<file path="config.mk">
export PLATFORM = sky130hd
export DESIGN_NAME = arith_decode
export DESIGN_NICKNAME = d
export VERILOG_FILES = /design/src/common/arith_decode_pkg.sv /design/src/core/arith_decode.sv
export SDC_FILE = /design/constraint.sdc
export NUM_CORES = 1
export LEC_CHECK = 0
export ABC_AREA = 1
export BUFFER_PORTS_ARGS = -buffer_cell sky130_fd_sc_hd__buf_4
export CAP_MARGIN = 0
export CORE_MARGIN = 2
export CORE_UTILIZATION = 30
export CTS_CLUSTER_SIZE = 8
export DETAILED_ROUTE_END_ITERATION = 7
export GPL_TIMING_DRIVEN = 0
export PLACE_DENSITY = 0.51
export SYNTH_ARGS = -nofsm -noshare
export SYNTH_HDL_FRONTEND = slang
export SYNTH_SLANG_ARGS = --single-unit
</file>
<file path="constraint.sdc">
create_clock -name ref_clk -period 10.8 [get_ports ref_clk]
set_input_delay 0.54 -clock ref_clk [delete_from_list [all_inputs] [get_ports ref_clk]]
set_output_delay 0.54 -clock ref_clk [all_outputs]
set_load 0.02 [all_outputs]
</file>
<file path="src/common/arith_decode_pkg.sv">
package arith_decode_pkg;

	// ****************************************************************
	// Opcode patterns and selectors
	// ****************************************************************
	localparam logic [7:0] ESCAPE_BYTE = 8'h0F;
	localparam logic [7:0] PRODUCT_2ND = 8'hAF;
	localparam logic [7:0] ASCII_ADD_OPC = 8'h37;
	localparam logic [7:0] ASCII_SUB_OPC = 8'h3F;
	localparam logic [7:0] DECIMAL_ADD_OPC = 8'h27;
	localparam logic [7:0] DECIMAL_SUB_OPC = 8'h2F;
	localparam logic [5:0] GRP_DIFF = 6'h0A;
	localparam logic [5:0] GRP_BORROW = 6'h06;
	localparam logic [5:0] GRP_CMP = 6'h0E;
	localparam logic [5:0] GRP_IMM = 6'h20;
	localparam logic [6:0] GRP_DIFF_ACC = 7'h16;
	localparam logic [6:0] GRP_BORROW_ACC = 7'h0E;
	localparam logic [6:0] GRP_CMP_ACC = 7'h1E;
	localparam logic [6:0] GRP_UNARY = 7'h7B;
	localparam logic [6:0] GRP_STEP = 7'h7F;
	localparam logic [4:0] GRP_MINUS_SHORT = 5'h09;
	localparam logic [5:0] GRP_PRODUCT_IMM = 6'h1A;
	localparam logic [2:0] SEL_DIFF = 3'h5;
	localparam logic [2:0] SEL_BORROW = 3'h3;
	localparam logic [2:0] SEL_CMP = 3'h7;
	localparam logic [2:0] SEL_MINUS = 3'h1;
	localparam logic [2:0] SEL_FLIP = 3'h3;
	localparam logic [2:0] SEL_UPROD = 3'h4;
	localparam logic [2:0] SEL_SPROD = 3'h5;
	localparam logic [1:0] MOD_REG = 2'h3;

	// ****************************************************************
	// Clock counts
	// ****************************************************************
	localparam logic [5:0] CLK_FOREIGN = 6'h01;
	localparam logic [5:0] CLK_REG = 6'h02;
	localparam logic [5:0] CLK_ADJUST = 6'h04;
	localparam logic [5:0] CLK_CMP_STORE = 6'h05;
	localparam logic [5:0] CLK_STORE = 6'h06;
	localparam logic [5:0] CLK_LOAD = 6'h07;
	localparam logic [5:0] CLK_MUL_BASE = 6'h09;
	localparam logic [5:0] CLK_MUL_MEM = 6'h03;
	localparam logic [5:0] MUL_EXTRA_BYTE = 6'h05;
	localparam logic [5:0] MUL_EXTRA_WORD = 6'h0D;
	localparam logic [5:0] MUL_EXTRA_DWORD = 6'h1D;

	// ****************************************************************
	// Types
	// ****************************************************************
	typedef enum logic [3:0] {
		op_foreign, op_difference, borrow_difference, minus_one, compare_op, sign_flip,
		ascii_add_adjust, ascii_subtract_adjust, decimal_add_adjust,
		decimal_subtract_adjust, unsigned_product, signed_product
	} op_kind_t;

	typedef enum logic [1:0] {SZ_BYTE, SZ_WORD, SZ_DWORD} op_size_t;

	typedef struct packed {
		op_kind_t op;
		op_size_t size;
		logic mem;
		logic [5:0] clocks;
	} decode_result_t;

endpackage : arith_decode_pkg

</file>
<file path="src/core/arith_decode.sv">
`timescale 1ns/1ps

module arith_decode
	import arith_decode_pkg::*;
(
	input wire logic ref_clk,
	input wire logic rst,
	input wire logic op32,
	input wire logic [4:0] mul_extra,
	input wire logic byte_valid,
	input wire logic [7:0] byte_data,
	output logic byte_ready,
	output logic busy,
	output logic done,
	output decode_result_t result
);

	// ****************************************************************
	// Decode functions
	// ****************************************************************
	function automatic op_size_t size_of(input logic w, input logic wide);
		size_of = !w ? SZ_BYTE : (wide ? SZ_DWORD : SZ_WORD);
	endfunction : size_of

	function automatic logic need_modrm(input logic [7:0] opc, input logic esc);
		need_modrm = esc ? (opc == PRODUCT_2ND) :
			(opc[7:2] == GRP_DIFF) || (opc[7:2] == GRP_BORROW) ||
			(opc[7:2] == GRP_CMP) || (opc[7:2] == GRP_IMM) ||
			(opc[7:1] == GRP_STEP) || (opc[7:1] == GRP_UNARY) ||
			({opc[7:2], opc[0]} == {GRP_PRODUCT_IMM, 1'b1});
	endfunction : need_modrm

	// Full-size immediates follow the operand size; s=1 means one byte.
	function automatic logic [2:0] imm_len(input logic [7:0] opc, input logic esc,
		input logic wide);
		logic [2:0] full;
		full = wide ? 3'h4 : 3'h2;
		imm_len = 3'h0;
		if (esc)
			imm_len = 3'h0;
		else if (opc[7:2] == GRP_IMM)
			imm_len = (!opc[0] || opc[1]) ? 3'h1 : full;
		else if ((opc[7:1] == GRP_DIFF_ACC) || (opc[7:1] == GRP_BORROW_ACC) ||
			(opc[7:1] == GRP_CMP_ACC))
			imm_len = opc[0] ? full : 3'h1;
		else if ({opc[7:2], opc[0]} == {GRP_PRODUCT_IMM, 1'b1})
			imm_len = opc[1] ? 3'h1 : full;
	endfunction : imm_len

	// Early-out products: the multiplier's magnitude adds up to a size limit.
	function automatic logic [5:0] mul_clocks(input op_size_t sz, input logic mem,
		input logic [4:0] extra);
		logic [5:0] lim;
		logic [5:0] ext;
		lim = (sz == SZ_BYTE) ? MUL_EXTRA_BYTE :
			(sz == SZ_WORD) ? MUL_EXTRA_WORD : MUL_EXTRA_DWORD;
		ext = ({1'b0, extra} > lim) ? lim : {1'b0, extra};
		mul_clocks = CLK_MUL_BASE + ext + (mem ? CLK_MUL_MEM : 6'h00);
	endfunction : mul_clocks

	function automatic decode_result_t classify(input logic [7:0] opc, input logic esc,
		input logic [7:0] modrm, input logic wide, input logic [4:0] extra);
		decode_result_t r;
		logic mem;
		logic [2:0] sel;
		mem = modrm[7:6] != MOD_REG;
		sel = modrm[5:3];
		r = '{op: op_foreign, size: size_of(opc[0], wide), mem: 1'b0, clocks: CLK_FOREIGN};
		if (esc)
		begin
			if (opc == PRODUCT_2ND)
				r = '{signed_product, size_of(1'b1, wide), mem,
					mul_clocks(size_of(1'b1, wide), mem, extra)};
		end
		else if (opc[7:2] == GRP_DIFF)
			r = '{op_difference, r.size, mem,
				!mem ? CLK_REG : (opc[1] ? CLK_STORE : CLK_LOAD)};
		else if (opc[7:2] == GRP_BORROW)
			r = '{borrow_difference, r.size, mem,
				!mem ? CLK_REG : (opc[1] ? CLK_STORE : CLK_LOAD)};
		else if (opc[7:2] == GRP_CMP)
			r = '{compare_op, r.size, mem,
				!mem ? CLK_REG : (opc[1] ? CLK_STORE : CLK_CMP_STORE)};
		else if (opc[7:2] == GRP_IMM)
		begin
			if (sel == SEL_DIFF)
				r = '{op_difference, r.size, mem, mem ? CLK_LOAD : CLK_REG};
			else if (sel == SEL_BORROW)
				r = '{borrow_difference, r.size, mem, mem ? CLK_LOAD : CLK_REG};
			else if (sel == SEL_CMP)
				r = '{compare_op, r.size, mem, mem ? CLK_CMP_STORE : CLK_REG};
		end
		else if (opc[7:1] == GRP_STEP)
		begin
			if (sel == SEL_MINUS)
				r = '{minus_one, r.size, mem, mem ? CLK_STORE : CLK_REG};
		end
		else if (opc[7:1] == GRP_UNARY)
		begin
			if (sel == SEL_FLIP)
				r = '{sign_flip, r.size, mem, mem ? CLK_STORE : CLK_REG};
			else if (sel == SEL_UPROD)
				r = '{unsigned_product, r.size, mem, mul_clocks(r.size, mem, extra)};
			else if (sel == SEL_SPROD)
				r = '{signed_product, r.size, mem, mul_clocks(r.size, mem, extra)};
		end
		else if ({opc[7:2], opc[0]} == {GRP_PRODUCT_IMM, 1'b1})
			r = '{signed_product, size_of(1'b1, wide), mem,
				mul_clocks(size_of(1'b1, wide), mem, extra)};
		else if (opc[7:1] == GRP_DIFF_ACC)
			r = '{op_difference, r.size, 1'b0, CLK_REG};
		else if (opc[7:1] == GRP_BORROW_ACC)
			r = '{borrow_difference, r.size, 1'b0, CLK_REG};
		else if (opc[7:1] == GRP_CMP_ACC)
			r = '{compare_op, r.size, 1'b0, CLK_REG};
		else if (opc[7:3] == GRP_MINUS_SHORT)
			r = '{minus_one, size_of(1'b1, wide), 1'b0, CLK_REG};
		else if (opc == ASCII_ADD_OPC)
			r = '{ascii_add_adjust, SZ_BYTE, 1'b0, CLK_ADJUST};
		else if (opc == ASCII_SUB_OPC)
			r = '{ascii_subtract_adjust, SZ_BYTE, 1'b0, CLK_ADJUST};
		else if (opc == DECIMAL_ADD_OPC)
			r = '{decimal_add_adjust, SZ_BYTE, 1'b0, CLK_ADJUST};
		else if (opc == DECIMAL_SUB_OPC)
			r = '{decimal_subtract_adjust, SZ_BYTE, 1'b0, CLK_ADJUST};
		classify = r;
	endfunction : classify

	// ****************************************************************
	// Byte collection
	// ****************************************************************
	typedef enum logic [2:0] {ST_OPCODE, ST_ESCAPE, ST_MODRM, ST_IMM, ST_EXEC} state_t;

	state_t state;
	state_t next_state;
	logic [7:0] opc;
	logic esc;
	logic [7:0] modrm;
	logic [2:0] imm_left;
	logic [5:0] count;

	wire logic take = byte_valid && byte_ready;
	wire logic head = (state == ST_OPCODE) || (state == ST_ESCAPE);
	wire logic [7:0] cur_opc = head ? byte_data : opc;
	wire logic cur_esc = (state == ST_ESCAPE) || ((state != ST_OPCODE) && esc);
	wire logic [7:0] cur_modrm = (state == ST_MODRM) ? byte_data : modrm;
	wire logic [2:0] cur_imm = imm_len(cur_opc, cur_esc, op32);
	wire decode_result_t info = classify(cur_opc, cur_esc, cur_modrm, op32, mul_extra);
	wire logic enter_exec = (next_state == ST_EXEC) && (state != ST_EXEC);

	assign byte_ready = state != ST_EXEC;
	assign busy = state == ST_EXEC;
	assign done = (state == ST_EXEC) && (count == 6'h00);

	always_comb
	begin
		next_state = state;
		case (state)
			ST_OPCODE, ST_ESCAPE:
				if (byte_valid)
				begin
					if ((state == ST_OPCODE) && (byte_data == ESCAPE_BYTE))
						next_state = ST_ESCAPE;
					else if (need_modrm(cur_opc, cur_esc))
						next_state = ST_MODRM;
					else if (cur_imm != 3'h0)
						next_state = ST_IMM;
					else
						next_state = ST_EXEC;
				end
			ST_MODRM:
				if (byte_valid)
					next_state = (cur_imm != 3'h0) ? ST_IMM : ST_EXEC;
			ST_IMM:
				if (byte_valid && (imm_left == 3'h1))
					next_state = ST_EXEC;
			default:
				if (count == 6'h00)
					next_state = ST_OPCODE;
		endcase
	end

	always_ff @(posedge ref_clk or posedge rst)
	begin
		if (rst)
		begin
			state <= ST_OPCODE;
			opc <= 8'h00;
			esc <= 1'b0;
			modrm <= 8'h00;
		end
		else
		begin
			state <= next_state;
			if (take && head)
			begin
				opc <= byte_data;
				esc <= state == ST_ESCAPE;
			end
			if (take && (state == ST_MODRM))
				modrm <= byte_data;
		end
	end

	// ****************************************************************
	// Execution timing
	// ****************************************************************
	// The result is frozen at entry so mul_extra may change during execution.
	always_ff @(posedge ref_clk or posedge rst)
	begin
		if (rst)
		begin
			imm_left <= 3'h0;
			count <= 6'h00;
			result <= '{op_foreign, SZ_BYTE, 1'b0, 6'h00};
		end
		else
		begin
			if ((next_state == ST_IMM) && (state != ST_IMM))
				imm_left <= cur_imm;
			else if (take && (state == ST_IMM))
				imm_left <= imm_left - 3'h1;
			if (enter_exec)
			begin
				count <= info.clocks - 6'h01;
				result <= info;
			end
			else if (busy && (count != 6'h00))
				count <= count - 6'h01;
		end
	end

	// ****************************************************************
	// Checks
	// ****************************************************************
	logic [5:0] exec_cycles;

	always_ff @(posedge ref_clk or posedge rst)
	begin
		if (rst)
			exec_cycles <= 6'h00;
		else
			exec_cycles <= busy ? exec_cycles + 6'h01 : 6'h00;
	end

	wire logic mem_form = cur_modrm[7:6] != MOD_REG;
endmodule : arith_decode

</file>
==> run_results.csv, run 1 <==
group,metric,value,unit
floorplan,row_count,39,
worst_setup_path,critPathLaunchType,"flop",
placement,place_hpwl,7880,um
worst_setup_path,timing.critical_path.mode_cell,"nand2_1",
global_route,grt_use_total,0.161,
cts,cts_sinks,39,
timing,layout_setup_ws,6.57,ns
worst_setup_path,critPathSlowestCell,"dfrtp_1",
worst_setup_path,required,10.98,ns
route,vias,3439,
worst_setup_path,critPathKind,"reg -> reg",
global_route,antenna_found_initial,0,
pwr,power_frac_seq,0.454,
pwr,power_density,80.8,mW/mm2
final_layout,drive_gt1_frac,0.195,
hold_path,hp-class,"in -> async",
pwr,pwr-share-comb,0.099,
final_layout,final_cells,711,
worst_setup_path,r2r_slack,6.57,ns
cts,postCtsSetupBuffers,0,
route,drtPass1Iterations,4,
floorplan,dieArea,0.0126,mm2
synthesis,syn_area,0.00353,mm2
synthesis,ys.flop_type,"dfrtp_1",
pwr,cellLeakagePower,0.00208,uW
synthesis,synth_edf_count,0,
route,drc_errors,0,
floorplan,die_h,112,um
route,wl_per_cell,13.9,um
floorplan,coreArea,0.0115,mm2
timing,worst_pin_slew,0.858,ns
synthesis,synth.distinct_cells,49,
route,drt-initial-drc-count,252,
worst_setup_path,path_max_fanout,7,
pwr,p_clk_frac,0.447,
pwr,swShare,0.256,
timing,fmax,236,MHz
timing,maxSlewViolCount,0,
route,ant_nets,0,
synthesis,synth_top_area_frac,0.277,
cts,clk_path_buf_depth,2,
final_layout,syn_to_final_growth,15.8,%
synthesis,synth_top_cell_by_area,"dfrtp_1",
cts,clock_latency,0.28,ns
route,viasPerCell,4.84,
synthesis,syn_nets,558,
placement,place_congestion,0.878,
timing,setup_viol,0,
route,routed_wl,9900,um
synthesis,synth_seq_cells,39,
pwr,irDropWorstVdd,70.5,uV
cts,holdBufCountCts,0,
worst_setup_path,worstSetupEndpointType,"flop",
cts,cts_tree,"done",
worst_setup_path,r2r_cells,25,
timing,skew,0.00541,ns
global_route,grt-ovfl-total,0,
job,maxCapViolations,0,
cts,cts_resized,0,
placement,portBuffers,31,
global_route,grt_max_degree,40,
synthesis,yosysWarnings,0,
global_route,grt_pass1_wl,16400,um
pwr,p_int,246,uW
timing,setup_tns,0,ns
cts,htree_levels,2,
final_layout,antenna_cells,0,
synthesis,synthTopCellsByArea,"dfrtp_1, nand2_1, inv_1",
synthesis,async_reset_ff_frac,1.00,
floorplan,io_pins,33,
pwr,switching_power,84.3,uW
floorplan,start_util,0.308,
cts,clkTransAtPathRegs,0.06,ns
worst_setup_path,slowest_delay,0.47,ns
worst_setup_path,cp.arrival,4.41,ns
timing,period_needed,4.23,ns
cts,cts-buffers-inserted,5,
timing,slew_headroom,0.427,
floorplan,die_x,112,um
final_layout,finalNetCount,596,
placement,place_inst,703,
global_route,grt_pass1_vias,3400,
synthesis,synth_area_per_cell,6.67,um2
worst_setup_path,rr_startpoint,"state[2]$_DFF_PP0_",
synthesis,yosysSeqAreaShare,0.277,
timing,rsz0062_at_grt,"false",
cts,cts_root_buf,"clkbuf_16",
placement,pre_cts_slack,6.58,ns
timing,post-route-period-util,0.392,
worst_setup_path,r2r-end,"count[2]$_DFFE_PP0P_",
synthesis,syn-instance-count,529,
timing,finalHoldViolations,0,
run_status,status,"finished clean",
==> cell usage after synthesis (4+ instances only) <==
master and count:
nand2_1 167, inv_1 63, dfrtp_1 39, ha_1 10, nand3_1 26, o21ai_0 36, nor3_1 4, nor2_2 11
o21ai_2 4, nand2_4 6, nand2_2 19, nand4_1 11, clkbuf_1 4, inv_2 9, a21oi_1 18, nand3_2 5
xor2_1 4, o21ai_1 4, nor2_1 45
==> how the worst max path moves through the flow <==
stage | start | to | slack (ns) | cells after the start
floorplan | state[2]$_DFF_PP0_ | count[2]$_DFFE_PP0P_ | 7.29 | 25
detailed placement | state[2]$_DFF_PP0_ | count[2]$_DFFE_PP0P_ | 6.58 | 25
CTS | state[2]$_DFF_PP0_ | count[2]$_DFFE_PP0P_ | 6.57 | 25
finish | state[2]$_DFF_PP0_ | count[2]$_DFFE_PP0P_ | 6.57 | 25
global placement | state[2]$_DFF_PP0_ | count[2]$_DFFE_PP0P_ | 6.67 | 25
global route | state[2]$_DFF_PP0_ | count[5]$_DFFE_PP0P_ | 6.14 | 25
==> layout make-up <==
cell class / count / area, um2
fillers: 1228 / 7380
multi-input cells: 407 / 2200
flip-flops and latches: 39 / 976
inverters: 74 / 279
repair buffers: 31 / 233
well taps: 143 / 179
clock buffers: 5 / 125
plain buffers: 9 / 68.8
clock inverters: 3 / 20.0
==> routing by layer <==
layer  part of all wire  up-vias  global-route usage  wire length, um
met5                  0        -                   0                0
met4              0.011        0              0.0447              108
met3              0.030        7              0.0184              297
met2               0.49       58               0.281             4830
met1               0.47     1598               0.212             4660
li1                   -     1776                   -                -
==> power groups by stage <==
stage / Sequential (uW) / Combinational (uW) / Clock [uW]
after floorplan: 153 / 20.4 / 0
after global placement: 152 / 32.7 / 0
after detailed placement: 152 / 33.1 / 0
after CTS: 150 / 33.3 / 151
after global routing: 150 / 38.2 / 159
final: 150 / 32.7 / 148
==> logic make-up after synthesis <==
group / count (synthesis) / share of synthesized area
flops: 39 / 0.277
simple gates: 306 / 0.420
xor+xnor: 7 / 0.0174
buf+inv: 83 / 0.0986
fa+ha+maj: 12 / 0.0468
mux: 2 / 0.00638
compound gates: 80 / 0.134
==> placed cells by master (no fill, tap or decap), types with 4 or more instances in the layout <==
master / instances
nand2_1: 167
inv_1: 62
nor2_1: 45
dfrtp_1: 39
o21ai_0: 36
buf_4: 31
nand3_1: 26
nand2_2: 19
a21oi_1: 18
nor2_2: 11
nand4_1: 11
inv_2: 10
ha_1: 10
nand2_4: 6
nand3_2: 5
clkbuf_16: 5
xor2_1: 4
nor3_1: 4
o21ai_1: 4
clkbuf_1: 4
o21ai_2: 4
==> state kept, by name, summed over array words and instances, names as in the netlist <==
register,flops
result,13
count,6
state,3
esc,1
modrm,5
opc,8
imm_left,3
==> through the flow <==
stage	utilization	total power [uW]	instance area [um2]	hold WS, ns
finish	0.356	330	4080	0.437
global route	0.356	347	4080	0.504
CTS	0.356	334	4080	0.472
detailed placement	0.343	186	3940	0.464
global placement	0.343	185	3940	0.463
floorplan	-	173	3530	0.453
==> critical path, delay by kind of cell, from the launching register on <==
family	cells	cell delay (ns)
compound gates	4	0.48
fa+ha+maj	4	1.18
xor+xnor	1	0.16
buf+inv	2	0.14
flops	1	0.47
simple gates	14	1.68
Power figures use the tool's default switching activity.
==> run 2: changes to the inputs <==
ABC_AREA = 0   (was 1)
PLACE_DENSITY = 0.53   (was 0.51)
clock period = 3.7 ns   (was 10.8 ns; I/O delays follow)
==> run_results.csv, run 2 <==
group,metric,value,unit
cts,cts_root_buf,"clkbuf_16",
synthesis,syn_nets,452,
pwr,totalPowerFinal,3120,uW
synthesis,synth_area_per_cell,8.30,um2
route,drc_errors,0,
job,maxCapViolations,0,
final_layout,fin_area,0.00443,mm2
worst_setup_path,r2r-end,"count[4]$_DFFE_PP0P_",
synthesis,yosysMostFrequentCell,"nand2_1",
synthesis,synth_seq_cells,39,
final_layout,finalNetCount,511,
worst_setup_path,crit_family,"adder cells",
worst_setup_path,critPathKind,"reg -> reg",
global_route,antenna_found_initial,0,
synthesis,async_reset_ff_frac,1.00,
placement,pre_cts_slack,-0.682,ns
timing,fmax,262,MHz
timing,finalHoldViolations,0,
timing,rsz0062_at_grt,"true",
route,drtPass1Iterations,5,
synthesis,synth.distinct_cells,74,
cts,cts_tree,"done",
timing,layout_setup_ws,-0.119,ns
hold_path,hp-class,"in -> async",
timing,slew_headroom,0.418,
placement,place_congestion,0.910,
floorplan,die_h,112,um
placement,dpl_cell_area,0.00392,mm2
cts,holdBufCountCts,0,
floorplan,die_x,112,um
synthesis,syn_area,0.00351,mm2
floorplan,start_util,0.307,
timing,period_needed,3.82,ns
final_layout,drive_gt1_frac,0.298,
global_route,grt-ovfl-total,0,
cts,clkTransAtPathRegs,0.07,ns
synthesis,synth_top_area_frac,0.278,
route,routed_wl,11500,um
final_layout,nFillCells,1189,
final_layout,reg_top3,"result (13), opc (8), count (6)",
synthesis,synth_edf_count,0,
floorplan,row_count,39,
worst_setup_path,path_max_fanout,4,
synthesis,yosysWarnings,0,
final_layout,final_cells,626,
worst_setup_path,crit_end,"count[4]$_DFFE_PP0P_",
worst_setup_path,cp.arrival,4.04,ns
timing,worst_pin_slew,0.872,ns
final_layout,final_common_cell,"buf_4",
pwr,power_density,705,mW/mm2
cts,clk_path_buf_depth,2,
worst_setup_path,r2r_slack,-0.12,ns
global_route,grt_pass1_vias,3495,
timing,setup_viol,2,
global_route,grt_max_degree,40,
cts,cts-buffers-inserted,5,
pwr,cellLeakagePower,0.00183,uW
final_layout,regMostFlops,"result",
floorplan,io_pins,33,
synthesis,syn-instance-count,423,
worst_setup_path,critPathSlowestCell,"fa_2",
synthesis,yosysSeqAreaShare,0.278,
final_layout,antenna_cells,0,
worst_setup_path,r2r_cells,22,
cts,cts_sinks,39,
worst_setup_path,crit_start,"state[2]$_DFF_PP0_",
final_layout,syn_to_final_growth,26.1,%
synthesis,synth_common_cells,"nand2_1, dfrtp_1, nor2_1, a21oi_1, o21ai_0",
run_status,status,"finished, violations left",
worst_setup_path,critPathLaunchType,"flop",
route,vias,3574,
worst_setup_path,required,3.92,ns
timing,skew,0.00566,ns
final_layout,layout_common_cells,"buf_4, nand2_1, dfrtp_1, nor2_1, a21oi_1",
route,viasPerCell,5.71,
timing,maxSlewViolCount,0,
placement,place_hpwl,8420,um
pwr,irDropWorstVdd,274,uV
floorplan,dieArea,0.0126,mm2
synthesis,synth_top_cell_by_area,"dfrtp_1",
floorplan,coreArea,0.0114,mm2
run_status,violations,"setup timing",
worst_setup_path,timing.critical_path.mode_cell,"nor2_2",
route,drt-initial-drc-count,252,
worst_setup_path,worstSetupEndpointType,"flop",
worst_setup_path,path_cells,"nor2_4 > mux2_4 > clkinv_4 > ha_4 > a21o_1 > a21oi_2 > and2_4 > inv_2 > fa_2 > nor2_2 > nor2_2 > a211oi_2 > a2111oi_2 > buf_4 > nand2_4 > o21ai_2 > ha_2 > nand2_2 > nor3_2 > xor2_1 > nor2_1 > a21oi_1",
cts,htree_levels,2,
timing,post-route-period-util,1.03,
worst_setup_path,rr_startpoint,"state[2]$_DFF_PP0_",
synthesis,ys.flop_type,"dfrtp_1",
worst_setup_path,worst-path-buf-inv,3,
placement,portBuffers,28,
synthesis,synthTopCellsByArea,"dfrtp_1, mux2_2, nand2_1",
worst_setup_path,cp.depth,22,
final_layout,largest_reg_flops,13,
placement,place_inst,594,
cts,clock_latency,0.29,ns
worst_setup_path,slowest_delay,0.52,ns
route,wl_per_cell,18.3,um
global_route,grt_use_total,0.183,
global_route,grt_pass1_wl,18600,um
route,ant_nets,0,
[run 2: cell types whose count changed after synthesis, sizes merged, moves of 6 or more]
| cell | before | now |
|---|---|---|
| nand2b | 0 | 8 |
| o21ai | 44 | 25 |
| mux2 | 2 | 19 |
| a211oi | 0 | 7 |
| inv | 72 | 19 |
| mux2i | 0 | 8 |
| o21a | 0 | 6 |
| a21oi | 18 | 29 |
| nor2 | 60 | 33 |
| nand4 | 13 | 5 |
| nand2 | 192 | 49 |
| clkbuf | 4 | 14 |
| nand3 | 32 | 14 |
| and2 | 1 | 7 |
[run 2: per-layer routing]
metal | vias to the layer above | share of wire | global-route usage
li1 | 1701 | - | -
met1 | 1730 | 0.45 | 0.248
met2 | 124 | 0.47 | 0.297
met3 | 19 | 0.053 | 0.0270
met4 | 0 | 0.021 | 0.0659
met5 | - | 0 | 0
[run 2: report_power, final]
| group | internal (uW) | switching [uW] | leakage (uW) |
|---|---|---|---|
| combinational | 814 | 1080 | 0.00128 |
| clock | 249 | 193 | 0.0000658 |
| sequential | 604 | 183 | 0.000480 |
[run 2: cell type report]
class	instances	area [um2]	share of cell area
plain buffers	20	105	0.0237
clock buffers	5	125	0.0283
clock inverters	3	20.0	0.00452
inverters	19	78.8	0.0178
multi-input cells	345	2540	0.574
flip-flops and latches	39	978	0.221
well taps	143	179	0.0404
repair buffers	52	398	0.0899
[run 2: how the worst min path moves through the flow]
| stage | start | endpoint | cells past startpoint |
|---|---|---|---|
| global route | byte_data[0] | opc[0]$_DFFE_PP0P_ | 2 |
| finish | rst | modrm[4]$_DFFE_PP0P_ | 2 |
| global placement | byte_data[0] | opc[0]$_DFFE_PP0P_ | 2 |
| detailed placement | rst | opc[6]$_DFFE_PP0P_ | 2 |
| floorplan | op32 | result[7]$_DFFE_PP0P_ | 1 |
| CTS | rst | opc[0]$_DFFE_PP0P_ | 2 |
[run 2: cells by family after synthesis]
group,Yosys count,share of synthesized area
multiplexers,27,0.0838
AO/OA/AOI/OAI,127,0.262
AND/OR/NAND/NOR,167,0.252
XOR/XNOR,12,0.0299
buffers and inverters,39,0.0463
adder cells (fa/ha/maj),12,0.0471
flip-flops,39,0.278
[run 2: stage by stage]
step	util	setup TNS, ns	hold WS [ns]
2_1_floorplan	-	0	0.285
3_3_place_gp	0.344	-2.52	0.450
3_5_place_dp	0.344	-2.73	0.432
4_1_cts	0.374	-0.298	0.123
5_1_grt	0.388	-0.705	0.171
6_report	0.388	-0.207	0.0750
[run 2: what timing repair did]
action	in CTS	in global routing
setup buffers	14	11
setup endpoints to repair	6	5
resized for setup	28	19
pin swaps	13	12
cloned	0	0
==> run 3: changes to the inputs <==
REMOVE_ABC_BUFFERS = 1   (was not set)
==> run_results.csv, run 3 (synthesized netlist as in run 2, its figures left out) <==
group,metric,value,unit
worst_setup_path,worstSetupEndpointType,"flop",
cts,htree_levels,2,
final_layout,drive_gt1_frac,0.297,
placement,portBuffers,32,
final_layout,reg_top3,"result (13), opc (8), count (6)",
cts,clk_path_buf_depth,2,
timing,layout_setup_ws,-0.243,ns
final_layout,final_common_cell,"buf_4",
floorplan,io_pins,33,
global_route,globalRouteMet3Util,0.0275,
floorplan,start_util,0.307,
timing,maxSlewViolCount,0,
route,routed_wl,11300,um
route,wl_per_cell,18.4,um
job,maxCapViolations,0,
route,ant_nets,0,
global_route,grt_use_total,0.185,
timing,fmax,254,MHz
global_route,use_met2,0.308,
floorplan,die_h,112,um
pwr,power_density,704,mW/mm2
final_layout,regMostFlops,"result",
worst_setup_path,r2r_cells,22,
cts,cts_sinks,39,
final_layout,multi_input_area,0.00256,mm2
floorplan,die_x,112,um
worst_setup_path,path_max_fanout,3,
worst_setup_path,critPathLaunchType,"flop",
timing,setup_viol,2,
timing,setup_tns,-0.438,ns
cts,holdBufCountCts,0,
final_layout,layout_common_cells,"buf_4, nand2_1, dfrtp_1, nor2_1, a21oi_1",
final_layout,finalNetCount,502,
placement,place_congestion,0.931,
cts,cts_tree,"done",
placement,pre_cts_slack,-1.99,ns
run_status,violations,"setup timing",
final_layout,regArea,983,um2
global_route,grt_use_met1,0.247,
route,drtPass1Iterations,5,
hold_path,hp-class,"in -> async",
worst_setup_path,critPathKind,"reg -> reg",
final_layout,syn_to_final_growth,25.5,%
run_status,status,"finished, violations left",
pwr,cellLeakagePower,0.00183,uW
final_layout,final_cells,617,
route,drc_errors,0,
cts,cts_root_buf,"clkbuf_16",
cts,clock_latency,0.29,ns
global_route,grt_pass1_wl,18600,um
final_layout,nFillCells,1195,
global_route,grt_pass1_vias,3471,
floorplan,dieArea,0.0126,mm2
worst_setup_path,required,3.92,ns
route,viasPerCell,5.84,
route,drt-initial-drc-count,423,
timing,rsz0062_at_grt,"true",
timing,skew,0.00640,ns
timing,period_needed,3.94,ns
timing,post-route-period-util,1.07,
global_route,grt-ovfl-total,0,
timing,worst_pin_slew,0.846,ns
worst_setup_path,r2r_slack,-0.24,ns
global_route,grt_max_degree,40,
timing,finalHoldViolations,0,
worst_setup_path,cp.arrival,4.16,ns
cts,cts-buffers-inserted,5,
pwr,irDropWorstVdd,350,uV
worst_setup_path,r2r-end,"count[4]$_DFFE_PP0P_",
floorplan,coreArea,0.0114,mm2
worst_setup_path,rr_startpoint,"state[1]$_DFF_PP0_",
final_layout,largest_reg_flops,13,
global_route,antenna_found_initial,0,
final_layout,antenna_cells,0,
placement,place_hpwl,7830,um
cts,clkTransAtPathRegs,0.06,ns
route,vias,3604,
timing,slew_headroom,0.435,
global_route,grt_busiest_layer,"met2",
placement,place_inst,578,
floorplan,row_count,39,
pwr,totalPowerFinal,3100,uW
-- run 3: changes by cell type in the layout (fill, tap and decap cells not counted), sizes merged --
cell      delta
o22ai        +1
clkinv       -1
buf          +4
clkbuf      -13
inv          -1
clkinvlp     +1
-- run 3: worst max-delay path by stage --
stage | slack [ns] | end | from | cells after the start
2_1_floorplan | -0.92 | count[4]$_DFFE_PP0P_ | state[2]$_DFF_PP0_ | 21
3_3_place_gp | -2.00 | count[4]$_DFFE_PP0P_ | state[2]$_DFF_PP0_ | 21
3_5_place_dp | -1.99 | count[4]$_DFFE_PP0P_ | state[2]$_DFF_PP0_ | 21
4_1_cts | -0.20 | count[4]$_DFFE_PP0P_ | state[1]$_DFF_PP0_ | 22
5_1_grt | -0.49 | count[4]$_DFFE_PP0P_ | state[1]$_DFF_PP0_ | 22
6_report | -0.24 | count[4]$_DFFE_PP0P_ | state[1]$_DFF_PP0_ | 22
-- run 3: timing repair --
action,4_1_cts,5_1_grt
endpoints found under the setup margin,22,8
pin swaps,18,6
buffers inserted,25,5
cloned,1,0
gates resized for setup,32,11
-- run 3: metal layers --
metal,up-vias,routed length (um)
met5,-,0
met2,142,5440
met1,1753,4970
met3,25,683
li1,1684,-
met4,0,232
-- run 3: where the power goes --
part | switching, uW | internal [uW]
Sequential | 202 | 607
Combinational | 1060 | 808
Clock | 181 | 249
-- run 3: cell type report --
class / instances / share of cell area
inverter: 19 / 0.0179
timing repair buffer: 62 / 0.105
multi-input combinational: 346 / 0.581
clock buffer: 6 / 0.0293
clock inverter: 2 / 0.00284
sequential: 39 / 0.223
tap: 143 / 0.0406
-- run 3: worst max-delay path, stage by stage, from the launching register on --
cell and delay, ns:
dfrtp_4 0.51, nor2_4 0.14, mux2_4 0.34, clkinvlp_4 0.11, ha_4 0.21, a21o_1 0.17, a21oi_2 0.15, and2_4 0.17
inv_2 0.03, fa_1 0.47, nor2_1 0.04, nor2_1 0.14, a211oi_2 0.06, a2111oi_2 0.23, buf_4 0.20, nand2_4 0.06
o21ai_4 0.09, ha_4 0.17, nand2_4 0.05, nor3_2 0.18, xor2_1 0.16, nor2_1 0.05, a21oi_1 0.12
-- run 3: stage by stage --
step           hold WS, ns  utilization  instance area (um2)
6_report            0.0698        0.386                 4400
5_1_grt              0.165        0.386                 4400
4_1_cts              0.107        0.377                 4300
3_5_place_dp         0.417        0.336                 3840
3_3_place_gp         0.452        0.336                 3840
2_1_floorplan        0.285            -                 3420
